--- config.mk ---
export PLATFORM = sky130hd
export DESIGN_NAME = ifm_flag_mask_bank
export DESIGN_NICKNAME = d
export VERILOG_FILES = /design/src/ifm_pkg.sv /design/src/ifm_flag_mask_bank.sv
export VERILOG_INCLUDE_DIRS = /design/src
export SDC_FILE = /design/constraint.sdc
export NUM_CORES = 1
export LEC_CHECK = 0
export BUFFER_PORTS_ARGS = -buffer_cell sky130_fd_sc_hd__buf_2
export CORE_ASPECT_RATIO = 1.75
export CORE_UTILIZATION = 55
export CTS_CLUSTER_SIZE = 30
export DETAILED_ROUTE_END_ITERATION = 16
export HOLD_SLACK_MARGIN = 0.15
export PLACE_DENSITY = 0.81
export SYNTH_ARGS = -nofsm -noshare
export SYNTH_HDL_FRONTEND = slang
export SYNTH_SLANG_ARGS = --single-unit
export TNS_END_PERCENT = 20
--- constraint.sdc ---
create_clock -name clock -period 4 [get_ports clock]
set_clock_uncertainty 0.15 [all_clocks]
set_input_delay 0.2 -clock clock [delete_from_list [all_inputs] [get_ports clock]]
set_output_delay 0.2 -clock clock [all_outputs]
set_load 0.05 [all_outputs]
--- src/ifm_map.svh ---
`ifndef IFM_MAP_SVH
`define IFM_MAP_SVH
`define IFM_ADDR_FLAGS_A 16'hFFE0
`define IFM_ADDR_FLAGS_B 16'hFFE1
`define IFM_ADDR_FLAGS_C 16'hFFE2
`define IFM_ADDR_MASK_A 16'hFFE4
`define IFM_ADDR_MASK_B 16'hFFE5
`define IFM_ADDR_MASK_C 16'hFFE6
`define IFM_FLAGS_RESET 8'h00
`define IFM_MASK_RESET 8'hFF
`define IFM_C_FIXED_MASK 8'hC0
`define IFM_NSRC 22
`define IFM_WDT_BIT 0
`endif

--- src/ifm_pkg.sv ---
package ifm_pkg;
    typedef enum logic [1:0] {
        IFM_WD_INTERVAL,
        IFM_WD_MODE1,
        IFM_WD_MODE2
    } ifm_wd_mode_e;
    // CPU memory access: bit ops write the single bit at bit_idx in the bank, with no core read
    typedef struct packed {
        logic wr;
        logic rd;
        logic [15:0] addr;
        logic [7:0] wdata;
        logic bit_op;
        logic [2:0] bit_idx;
    } ifm_cpu_req_s;
    typedef struct packed {
        logic valid;
        logic nmi;
        logic [4:0] index;
    } ifm_select_s;
endpackage

--- src/ifm_flag_mask_bank.sv ---
// Summary of operation
// - Flag sets on source request or write one
// - Flag clears on acknowledge, reset, write zero
// - Flag one means request pending
// - Reset clears all three flag bytes
// - Mask zero enables, one blocks servicing
// - Reset sets all mask bytes to ones
// - Flags at three consecutive bytes, C[7:6]=0
// - Masks mirror flag positions, C[7:6]=1
// - One flag and mask per request line
// - Bit and byte access to both banks
// - Watchdog flag usable only in interval mode
// - Watchdog mask reads undefined in modes 1,2
// - Eligible needs flag one and mask zero
// - Fixed priority, index zero highest
// - Watchdog non-maskable request always wins
`include "ifm_map.svh"
module ifm_flag_mask_bank #(
    parameter int NSRC = `IFM_NSRC
) (
    input wire logic clock,
    input wire logic arst_n,
    input wire ifm_pkg::ifm_cpu_req_s cpu_req,
    output logic [7:0] cpu_rdata,
    output logic cpu_hit,
    input wire logic [NSRC-1:0] src_req,
    input wire ifm_pkg::ifm_wd_mode_e wd_mode,
    input wire logic wd_overflow,
    input wire logic global_irq_enable,
    input wire logic ack,
    input wire logic [4:0] ack_index,
    input wire logic ack_nmi,
    output ifm_pkg::ifm_select_s irq_select,
    output logic irq_pending
);
    logic rst_s1_r, rst_n_r;
    logic [23:0] flags_r, flags_nxt;
    logic [23:0] mask_r, mask_nxt;
    logic [23:0] wmask, wval, src24, ack24;
    logic [23:0] eligible;
    logic [7:0] rbyte;
    logic [1:0] sel;
    logic sel_flag, sel_mask;
    logic wd_interval, nmi_pend_r;

    always_ff @(posedge clock or negedge arst_n) begin
        if (!arst_n) begin
            rst_s1_r <= 1'b0;
            rst_n_r <= 1'b0;
        end else begin
            rst_s1_r <= 1'b1;
            rst_n_r <= rst_s1_r;
        end
    end

    assign wd_interval = (wd_mode == ifm_pkg::IFM_WD_INTERVAL);

    // Byte decode; addresses 3 and 7 of the window are holes
    always_comb begin
        sel_flag = 1'b0;
        sel_mask = 1'b0;
        sel = 2'd0;
        case (cpu_req.addr)
            `IFM_ADDR_FLAGS_A: begin sel_flag = 1'b1; sel = 2'd0; end
            `IFM_ADDR_FLAGS_B: begin sel_flag = 1'b1; sel = 2'd1; end
            `IFM_ADDR_FLAGS_C: begin sel_flag = 1'b1; sel = 2'd2; end
            `IFM_ADDR_MASK_A: begin sel_mask = 1'b1; sel = 2'd0; end
            `IFM_ADDR_MASK_B: begin sel_mask = 1'b1; sel = 2'd1; end
            `IFM_ADDR_MASK_C: begin sel_mask = 1'b1; sel = 2'd2; end
            default: sel = 2'd0;
        endcase
    end
    assign cpu_hit = sel_flag | sel_mask;

    // Write lanes: bit op touches one bit, byte op all eight
    always_comb begin
        wmask = '0;
        wval = '0;
        if (cpu_req.wr && cpu_hit) begin
            if (cpu_req.bit_op)
                wmask[{sel, 3'b000} + 5'(cpu_req.bit_idx)] = 1'b1;
            else
                wmask[{sel, 3'b000} +: 8] = 8'hFF;
            wval[{sel, 3'b000} +: 8] = cpu_req.wdata;
        end
    end

    // Serial A receive and transfer share one line at index 6 upstream
    assign src24 = {2'b00, src_req};
    always_comb begin
        ack24 = '0;
        if (ack && !ack_nmi)
            ack24[ack_index] = 1'b1;
    end

    // Source set is applied after write and acknowledge so it beats a same-cycle clear from either
    always_comb begin
        flags_nxt = flags_r;
        if (sel_flag)
            flags_nxt = (flags_r & ~wmask) | (wval & wmask);
        flags_nxt = flags_nxt & ~ack24;
        flags_nxt = flags_nxt | src24;
        if (!wd_interval)
            flags_nxt[`IFM_WDT_BIT] = 1'b0;
        flags_nxt[23:22] = 2'b00;
    end

    always_ff @(posedge clock or negedge rst_n_r) begin
        if (!rst_n_r)
            flags_r <= {3{`IFM_FLAGS_RESET}};
        else
            flags_r <= flags_nxt;
    end

    always_comb begin
        mask_nxt = mask_r;
        if (sel_mask)
            mask_nxt = (mask_r & ~wmask) | (wval & wmask);
        mask_nxt[23:22] = 2'b11;
    end

    always_ff @(posedge clock or negedge rst_n_r) begin
        if (!rst_n_r)
            mask_r <= {3{`IFM_MASK_RESET}};
        else
            mask_r <= mask_nxt;
    end

    // Watchdog non-maskable request latched in modes 1 and 2
    always_ff @(posedge clock or negedge rst_n_r) begin
        if (!rst_n_r)
            nmi_pend_r <= 1'b0;
        else if (wd_overflow && !wd_interval)
            nmi_pend_r <= 1'b1;
        else if (ack && ack_nmi)
            nmi_pend_r <= 1'b0;
    end

    always_comb begin
        rbyte = sel_flag ? flags_r[{sel, 3'b000} +: 8]
                         : mask_r[{sel, 3'b000} +: 8];
        // Undefined value chosen as zero here
        if (sel_mask && sel == 2'd0 && !wd_interval)
            rbyte[`IFM_WDT_BIT] = 1'b0;
    end

    always_ff @(posedge clock or negedge rst_n_r) begin
        if (!rst_n_r)
            cpu_rdata <= 8'h00;
        else if (cpu_req.rd)
            cpu_rdata <= cpu_hit ? rbyte : 8'h00;
    end

    assign eligible = flags_r & ~mask_r;

    // Lowest index wins; loop runs high to low so index 0 ends up last
    always_comb begin
        irq_select = '0;
        for (int i = NSRC - 1; i >= 0; i--) begin
            if (eligible[i] && global_irq_enable) begin
                irq_select.valid = 1'b1;
                irq_select.index = 5'(i);
            end
        end
        if (nmi_pend_r) begin
            irq_select.valid = 1'b1;
            irq_select.nmi = 1'b1;
            irq_select.index = 5'(`IFM_WDT_BIT);
        end
    end
    assign irq_pending = irq_select.valid;
endmodule // ifm_flag_mask_bank

-- Word level (Yosys, flattened, before mapping)
Cells that the tools add are included.
- multiplexer cells: 63
- bitwise logic cells: 14
- $lt $le $gt $ge: 4
- add/sub/neg operators: 2
- reductions and logical operators: 39
- shifts and indexed selects: 5
- eq/ne operators: 6
- operators with widths (cell ; count):
    AND 22 bit ; 7
    two-way mux 22 bit ; 5
    two-way mux 5 bit ; 22
    equality test 16 bit (second input constant) ; 6
    inverter 22 bit ; 3
    OR 22 bit ; 3
    indexed part select 24 x 6 -> 8 bit ; 2
    logical AND 1 bit ; 30
    two-way mux 1 bit ; 30
    variable shift 8 x 7 -> 22 bit (first input constant) ; 1
    indexed part select 8 x 7 -> 22 bit ; 1
    indexed part select 8 x 7 -> 22 bit (first input constant) ; 1
    two-way mux 8 bit ; 2
    less-than comparator 5 x 6 -> 1 bit (second input constant) ; 2
    demux 1 bit (select 5 bit) ; 2
    >= comparator 5 x 1 -> 1 bit (second input constant) ; 2
    two-way mux 7 bit ; 1
    negation 5 -> 7 bit ; 1
    OR reduction 3 bit ; 2
    adder 5 x 3 -> 5 bit ; 1
    zero test 2 bit ; 2
    case mux 2 bit (2 select lines) ; 1
    OR reduction 2 bit ; 2
    zero test 1 bit ; 2
    2 further kinds ; 2
- logic and storage cells: 139
- register bits: 55
- output and inout port bits: 17

-- Depth between registers and ports, before layout
Gate-level depths: netlist (run 1).
- depth after elaboration: 26
- mapped depth: 11
- mapped depth without buffers: 9

-- Worst setup path before layout (run 1)
OpenSTA, ideal clock, no wires.
- path kind: input -> output
- from: in cpu_req[16] (netlist bit)
- to: out cpu_hit
- setup slack: 1436 ps
- required time: 3650 ps
- path buffers: 0
- stages on the path: 3
- arrival time: 2214 ps
- path through: and4b_1 nand2_1 nor4_1
- word-level cells in the longest chain between the ends: 4
- elaborated cells on any way between the ends: 11
- ends and longest elaborated chain (what ; RTL line ; RTL):
    from (decl) ; ifm_flag_mask_bank.sv:23 ; input wire ifm_pkg::ifm_cpu_req_s cpu_req,
    equality test 16 bit ; ifm_flag_mask_bank.sv:63 ; case (cpu_req.addr)
    OR reduction 3 bit (no source line) ; - ;
    two-way mux 1 bit ; ifm_flag_mask_bank.sv:63 ;
    OR 1 bit * ; ifm_flag_mask_bank.sv:73 ; assign cpu_hit = sel_flag | sel_mask;
    to (decl) ; ifm_flag_mask_bank.sv:25 ; output logic cpu_hit,
Every way passes the cells marked *; elsewhere a longest branch is shown, timed or not.

-- Worst setup path in the final report (run 1)
- from: in cpu_req[15] (netlist bit)
- to: reg flags_r[2]
- word-level cells in the longest chain between the ends: 16
- elaborated cells on any way between the ends: 37
- ends and longest elaborated chain (what ; RTL line ; RTL):
    equality test 16 bit ; ifm_flag_mask_bank.sv:63 ;
    OR reduction 2 bit (no source line) ; - ;
    case mux 2 bit (2 select lines) ; ifm_flag_mask_bank.sv:63 ;
    adder 5 x 3 -> 5 bit ; ifm_flag_mask_bank.sv:81 ; wmask[{sel, 3'b000} + 5'(cpu_req.bit_idx)] = 1'b1;
    less-than comparator 5 x 6 -> 1 bit (not written as such) or >= comparator 5 x 1 -> 1 bit (tied branches) ; ifm_flag_mask_bank.sv:81 ;
    logical AND 1 bit (not written as such) ; ifm_flag_mask_bank.sv:81 ;
    two-way mux 1 bit (not written as such) ; ifm_flag_mask_bank.sv:81 ;
    demux 1 bit (select 5 bit) ; ifm_flag_mask_bank.sv:81 ;
    two-way mux 22 bit ; ifm_flag_mask_bank.sv:80 ; if (cpu_req.bit_op)
    two-way mux 22 bit ; ifm_flag_mask_bank.sv:79 ; if (cpu_req.wr && cpu_hit) begin
    inverter 22 bit ; ifm_flag_mask_bank.sv:100 ; flags_nxt = (flags_r & ~wmask) | (wval & wmask);
    AND 22 bit ; ifm_flag_mask_bank.sv:100 ;
    OR 22 bit ; ifm_flag_mask_bank.sv:100 ;
    two-way mux 22 bit * ; ifm_flag_mask_bank.sv:99 ; if (sel_flag)
    AND 22 bit * ; ifm_flag_mask_bank.sv:101 ; flags_nxt = flags_nxt & ~ack24;
    OR 22 bit * ; ifm_flag_mask_bank.sv:102 ; flags_nxt = flags_nxt | src24;
    via flags_nxt[2] ; ifm_flag_mask_bank.sv:37 ; logic [23:0] flags_r, flags_nxt;
    to (signal assigned) ; ifm_flag_mask_bank.sv:110 ; flags_r <= {3{`IFM_FLAGS_RESET}};
    to (signal assigned) ; ifm_flag_mask_bank.sv:112 ; flags_r <= flags_nxt;
    to (decl) ; ifm_flag_mask_bank.sv:37 ;
The timed path passes the listed nets; every way through them passes the cells marked *.
A chain may end at the register's enable or synchronous reset.

==> flow_summary.ini, run 1 <==
[run_status]
status = finished, final reports clean

[clocking]
cts_buffer_depth = 2
cts.sinks = 55
clock-root-buffer = clkbuf_16
path_clk_slew_ns = 0.08
cts-resized-gates = 0
clk_latency_ns = 0.31
cts_buffers = 5
postCtsSetupBuffers = 0
cts_max_level = 2
cts_tree = built

[sta]
finalHoldViolCount = 0
max_slew_margin = 0.313
setup_viol = 0
worstMarginPinSlew_ns = 1.02
rsz0062_at_grt = no
setup-tns-final_ns = 0
fmax_ghz = 0.287
period_minus_slack_ns = 3.49
report.final.slew_viol_count = 0
finalCritPeriodShare = 0.872
fin_ws_ns = 0.512

[global_routing]
grt_max_degree = 39
grt_pass1_vias = 4640
globalRouteOverflowTotal = 0
grtUsageTotal = 0.436
grt_first_pass_wirelength_mm = 25.3
antenna_found_initial = 1

[final_layout]
final_common_cell = buf_2
fillers = 618
final-seq-area_um2 = 1410
layout-drive-gt1-share = 0.258
layout_common_cells = buf_2 (81), nor2_1 (46), dlygate4sd3_1 (43)
syn_to_final_growth_pct = 24.1
nets = 666
antennaDiodeCount = 0
multiInputGateArea_um2 = 2620

[worst_setup_path]
cp-end-kind = register
cpPeakStageDelay_ns = 0.59
path_cells = buf_2, nand3b_1, nor3_4, buf_4, nand3_1, ha_1, nor2_1, nand4_1, nor3_4, a41oi_1, o21bai_1, dlygate4sd3_1
path_buf_inv = 3
cpMaxStageDelayCell = dlygate4sd3_1
path_max_fanout = 25
crit_top_cell = nor3_4
worstSetupPathType = input port to register
crit_family = simple AND/OR/NAND/NOR gates
worstPathRequired_ns = 4.08
arrival_ns = 3.57
cp-start-kind = input port

[logic_synthesis]
yosysSeqAreaShare = 0.330
synth_seq_cells = 55
ys_async_sr_fraction = 1.00
yosys_warnings = 0
synth_edf_count = 0
synth_flop_cell = dfrtp_1
mappedNetlistNets = 554
synth.distinct_cells = 65
syn_avg_cell_area_um2 = 8.78
synthCells = 485
synth.cell_area_um2 = 4260

[floorplanning]
ios = 82
row_count = 42
dieArea_um2 = 8110
coreArea_um2 = 7510
start_util = 0.566
dieHeight_um = 118
die_w_um = 68.5

[pwr]
power_frac_clock = 0.407
pwr-share-seq = 0.431
internal_power_mw = 0.961
leakagePower_nw = 2.42
switchingPower_mw = 0.353
worst_ir_drop_vdd_mv = 0.262
p_comb_frac = 0.162
swShare = 0.269
power.density_nw_per_um2 = 249

[route]
drcViolationCount = 0
first_iter_violations = 392
first_pass_iters = 5
post_drt_wl_per_cell_um = 22.7
final_antenna_net_count = 0
via_per_inst = 6.46
totalWireLength_mm = 15.5
via_count = 4430

[placement]
hpwlAfterDp_mm = 11.6
port_buffers = 81
place_congestion = 1.02
dp_slack_ns = 0.940

[flow_run]
cap_violations = 0

[min_path]
worst_hold_path_type = register to async pin
==> worst register-to-register path, delay by kind of cell (launching register included) <==
kind                   cells  cell delay, ns
DFF                        1            0.40
AOI/OAI and AO/OA          3            0.45
buffers and inverters      2            0.64
==> area by class of cell <==
class / instances / share of cell area
clock inverters: 2 / 0.00734
repair buffers: 126 / 0.161
multi-input cells: 377 / 0.496
well taps: 88 / 0.0208
inverters: 32 / 0.0227
flip-flops and latches: 55 / 0.266
clock buffers: 6 / 0.0263
==> final timing paths <==
check,startpoint,to,slack [ns],cells past startpoint
worst max-delay path,cpu_req[15],flags_r[2]$_DFF_PN0_,0.51,12
worst min-delay path,rst_n_r$_DFF_PN0_,async pin,0.15,0
worst max register to register,flags_r[2]$_DFF_PN0_,flags_r[2]$_DFF_PN0_,2.25,5
worst min register to register,rst_n_r$_DFF_PN0_,async pin,0.15,0
max in group asynchronous,rst_n_r$_DFF_PN0_,flags_r[2]$_DFF_PN0_,2.50,1
min in group clock,rst_s1_r$_DFF_PN0_,rst_n_r$_DFF_PN0_,0.21,0
==> cell usage after synthesis, drive strengths merged (8+ instances only) <==
cell      n  share of area
a21oi    10          0.012
a31oi    10          0.015
buf      14          0.021
dfrtp    33           0.19
dfstp    22           0.14
inv      32          0.028
mux2     24          0.063
mux2i    26          0.061
nand2    26          0.023
nand2b   17          0.025
nand3     9          0.012
nand4    20          0.033
nor2     47          0.043
nor2b    25          0.037
nor3     20          0.033
o2111ai   8          0.016
o21ai    39          0.046
o21bai   21          0.037
==> cells by family after synthesis <==
| family | after synthesis | share of synthesized area |
|---|---|---|
| simple gates | 194 | 0.271 |
| buf+inv | 53 | 0.0553 |
| fa+ha+maj | 4 | 0.0118 |
| other cells | 1 | 0.000881 |
| flops | 55 | 0.330 |
| compound gates | 128 | 0.207 |
| mux | 50 | 0.125 |
==> power by group through the flow <==
stage	Sequential, mW	Combinational [mW]	Clock (mW)
4_1_cts	0.566	0.207	0.538
3_5_place_dp	0.578	0.175	0
5_1_grt	0.566	0.231	0.550
3_3_place_gp	0.578	0.172	0
2_1_floorplan	0.580	0.0938	0
6_report	0.566	0.213	0.535
==> what timing repair did <==
item | CTS | global route
hold buffers | 43 | 0
endpoints found under the setup margin | 0 | 0
endpoints found under the hold margin | 45 | 0
==> stage by stage <==
| step | instance area (um^2) | cells | hold slack (ns) | power, mW | util |
|---|---|---|---|---|---|
| 4_1_cts | 5280 | 686 | 0.154 | 1.31 | 0.703 |
| 5_1_grt | 5280 | 686 | 0.157 | 1.35 | 0.703 |
| 3_3_place_gp | 4670 | 635 | -0.166 | 0.750 | 0.622 |
| 2_1_floorplan | 4260 | 485 | -0.246 | 0.674 | - |
| 3_5_place_dp | 4670 | 635 | -0.164 | 0.753 | 0.622 |
| 6_report | 5280 | 686 | 0.152 | 1.31 | 0.703 |
==> layer usage <==
metal  vias to the layer above  global-route usage  share of wire
met1                      2091               0.478           0.35
met4                         0               0.315          0.088
met2                       236               0.686           0.50
met3                        96               0.124          0.064
met5                         -                   0              0
li1                       2007                   -              -
Power figures use the tool's default switching activity.
==> inputs of run 2 (changes only) <==
--- a/config.mk
+++ b/config.mk
@@ -6,7 +6,7 @@
 export SDC_FILE = /design/constraint.sdc
 export NUM_CORES = 1
 export LEC_CHECK = 0
-export BUFFER_PORTS_ARGS = -buffer_cell sky130_fd_sc_hd__buf_2
+export BUFFER_PORTS_ARGS = -buffer_cell sky130_fd_sc_hd__buf_4
 export CORE_ASPECT_RATIO = 1.75
 export CORE_UTILIZATION = 55
 export CTS_CLUSTER_SIZE = 30
==> constraint.sdc (replaced) <==
create_clock -name clock -period 4 [get_ports clock]
set_clock_uncertainty 0.15 [all_clocks]
set_input_delay 0.2 -clock clock [delete_from_list [all_inputs] [get_ports clock]]
set_output_delay 0.2 -clock clock [all_outputs]
set_load 0.02 [all_outputs]
==> run 2 against run 1 <==
Combinational power increased by 4%. Fmax increased by 6.5%. Clock power fell by 11%. Die area unchanged. Setup slack gained 0.21 ns. Sequential share of layout area down 0.92 points. Global-route usage grew 0.75 points. Routed wire length rose by 7.0%.
==> flow_summary.ini, run 2 (same netlist as run 1, synthesis figures left out) <==
[clocking]
clk_latency_ns = 0.31
postCtsSetupBuffers = 0
cts_buffer_depth = 2
path_clk_slew_ns = 0.08
cts.sinks = 55
cts_max_level = 2
cts_tree = built
clock-root-buffer = clkbuf_16
cts_buffers = 5

[route]
via_per_inst = 6.73
route.met2.wl_mm = 8.22
dr_wl_met3_mm = 1.58
post_drt_wl_per_cell_um = 24.2
drt-met1-wl_mm = 5.41
final_antenna_net_count = 0
via_count = 4628
drcViolationCount = 0
first_pass_iters = 5
highest_layer = met4
first_iter_violations = 564
totalWireLength_mm = 16.6

[global_routing]
globalRouteOverflowTotal = 0
grtUsageTotal = 0.443
grt_max_degree = 36
grt_first_pass_wirelength_mm = 25.5
grt_pass1_vias = 4768
antenna_found_initial = 1

[worst_setup_path]
worstSetupPathType = input port to register
cp-start-kind = input port
path_cells = buf_4, and4_1, nand4_1, nand2b_1, ha_1, nor2_1, nand4_1, nor3_4, a41oi_1, o21bai_1, dlygate4sd3_1
crit_top_cell = nand4_1
timing.rr.end = flags_r[6]$_DFF_PN0_
cpPeakStageDelay_ns = 0.57
cp-end-kind = register
worstPathRequired_ns = 4.09
arrival_ns = 3.37
ff2ff_setup_slack_ns = 2.26
path_max_fanout = 14
cpMaxStageDelayCell = dlygate4sd3_1
r2r_start = flags_r[6]$_DFF_PN0_
reg2reg_depth = 5

[floorplanning]
ios = 82
row_count = 42
coreArea_um2 = 7510
dieArea_um2 = 8110
die_w_um = 68.5
start_util = 0.566
dieHeight_um = 118

[sta]
finalCritPeriodShare = 0.819
setup_viol = 0
setup-tns-final_ns = 0
max_slew_margin = 0.400
holdWs_ns = 0.156
period_minus_slack_ns = 3.28
worstMarginPinSlew_ns = 0.893
report.final.slew_viol_count = 0
rsz0062_at_grt = no
finalHoldViolCount = 0
fmax_ghz = 0.305

[final_layout]
final_common_cell = buf_4
nets = 667
finalInstanceArea_um2 = 5470
layout-drive-gt1-share = 0.259
syn_to_final_growth_pct = 28.5
final_cells = 688
layout_common_cells = buf_4 (84), nor2_1 (46), dlygate4sd3_1 (43)

[pwr]
leakagePower_nw = 2.47
power.density_nw_per_um2 = 233
worst_ir_drop_vdd_mv = 0.248

[flow_run]
cap_violations = 0

[min_path]
worst_hold_path_type = input port to register
worstHoldStart = ack_index[3]
min_path_cells = 4
hold_end = flags_r[9]$_DFF_PN0_

[placement]
place_congestion = 1.02
post_dp_cell_area_um2 = 4880
hpwlAfterDp_mm = 11.9
port_buffers = 81
dp.cells = 636

[run_status]
status = finished, final reports clean
run 2: stage by stage:
| step | power (mW) | utilization | setup slack (ns) |
|---|---|---|---|
| 6_report | 1.27 | 0.728 | 0.724 |
| 5_1_grt | 1.31 | 0.728 | 0.566 |
| 4_1_cts | 1.26 | 0.728 | 0.823 |
| 3_5_place_dp | 0.765 | 0.650 | 1.04 |
| 3_3_place_gp | 0.762 | 0.650 | 1.14 |
| 2_1_floorplan | 0.667 | - | 1.46 |
run 2: report_power, final:
part           internal (mW)  switching (mW)
clock network          0.240           0.238
logic                  0.103           0.119
registers              0.561          0.0109
run 2: final cells by class:
cell class / instances / area (um^2)
clock buffers: 5 / 125
inverters: 32 / 120
fillers: 585 / 2040
repair buffers: 127 / 1060
diodes: 1 / 2.50
well taps: 88 / 110
clock inverters: 3 / 28.8
flip-flops and latches: 55 / 1410
multi-input cells: 377 / 2620
run 2: worst max-delay path, delay by kind of cell:
kind / cells / cell delay, ns
compound gates: 2 / 0.42
fa+ha+maj: 1 / 0.33
buf+inv: 2 / 0.67
simple gates: 6 / 1.73
run 2: worst max-delay path by stage:
stage / startpoint / end / slack [ns] / cells past startpoint
2_1_floorplan: cpu_req[15] / flags_r[0]$_DFF_PN0_ / 1.46 / 11
3_3_place_gp: cpu_req[15] / register / 1.14 / 9
3_5_place_dp: cpu_req[25] / flags_r[6]$_DFF_PN0_ / 1.04 / 10
5_1_grt: cpu_req[25] / flags_r[6]$_DFF_PN0_ / 0.57 / 11
4_1_cts: cpu_req[25] / flags_r[6]$_DFF_PN0_ / 0.82 / 11
6_report: cpu_req[25] / flags_r[2]$_DFF_PN0_ / 0.72 / 11
run 2: timing repair:
action | CTS | global route
hold buffers | 43 | 0
resized for setup | 0 | 0
endpoints found under the hold margin | 40 | 0
run 2: layer usage:
metal | global-route usage | vias to the layer above
met5 | 0 | -
met4 | 0.355 | 0
met3 | 0.128 | 120
met2 | 0.698 | 309
met1 | 0.468 | 2179
li1 | - | 2020
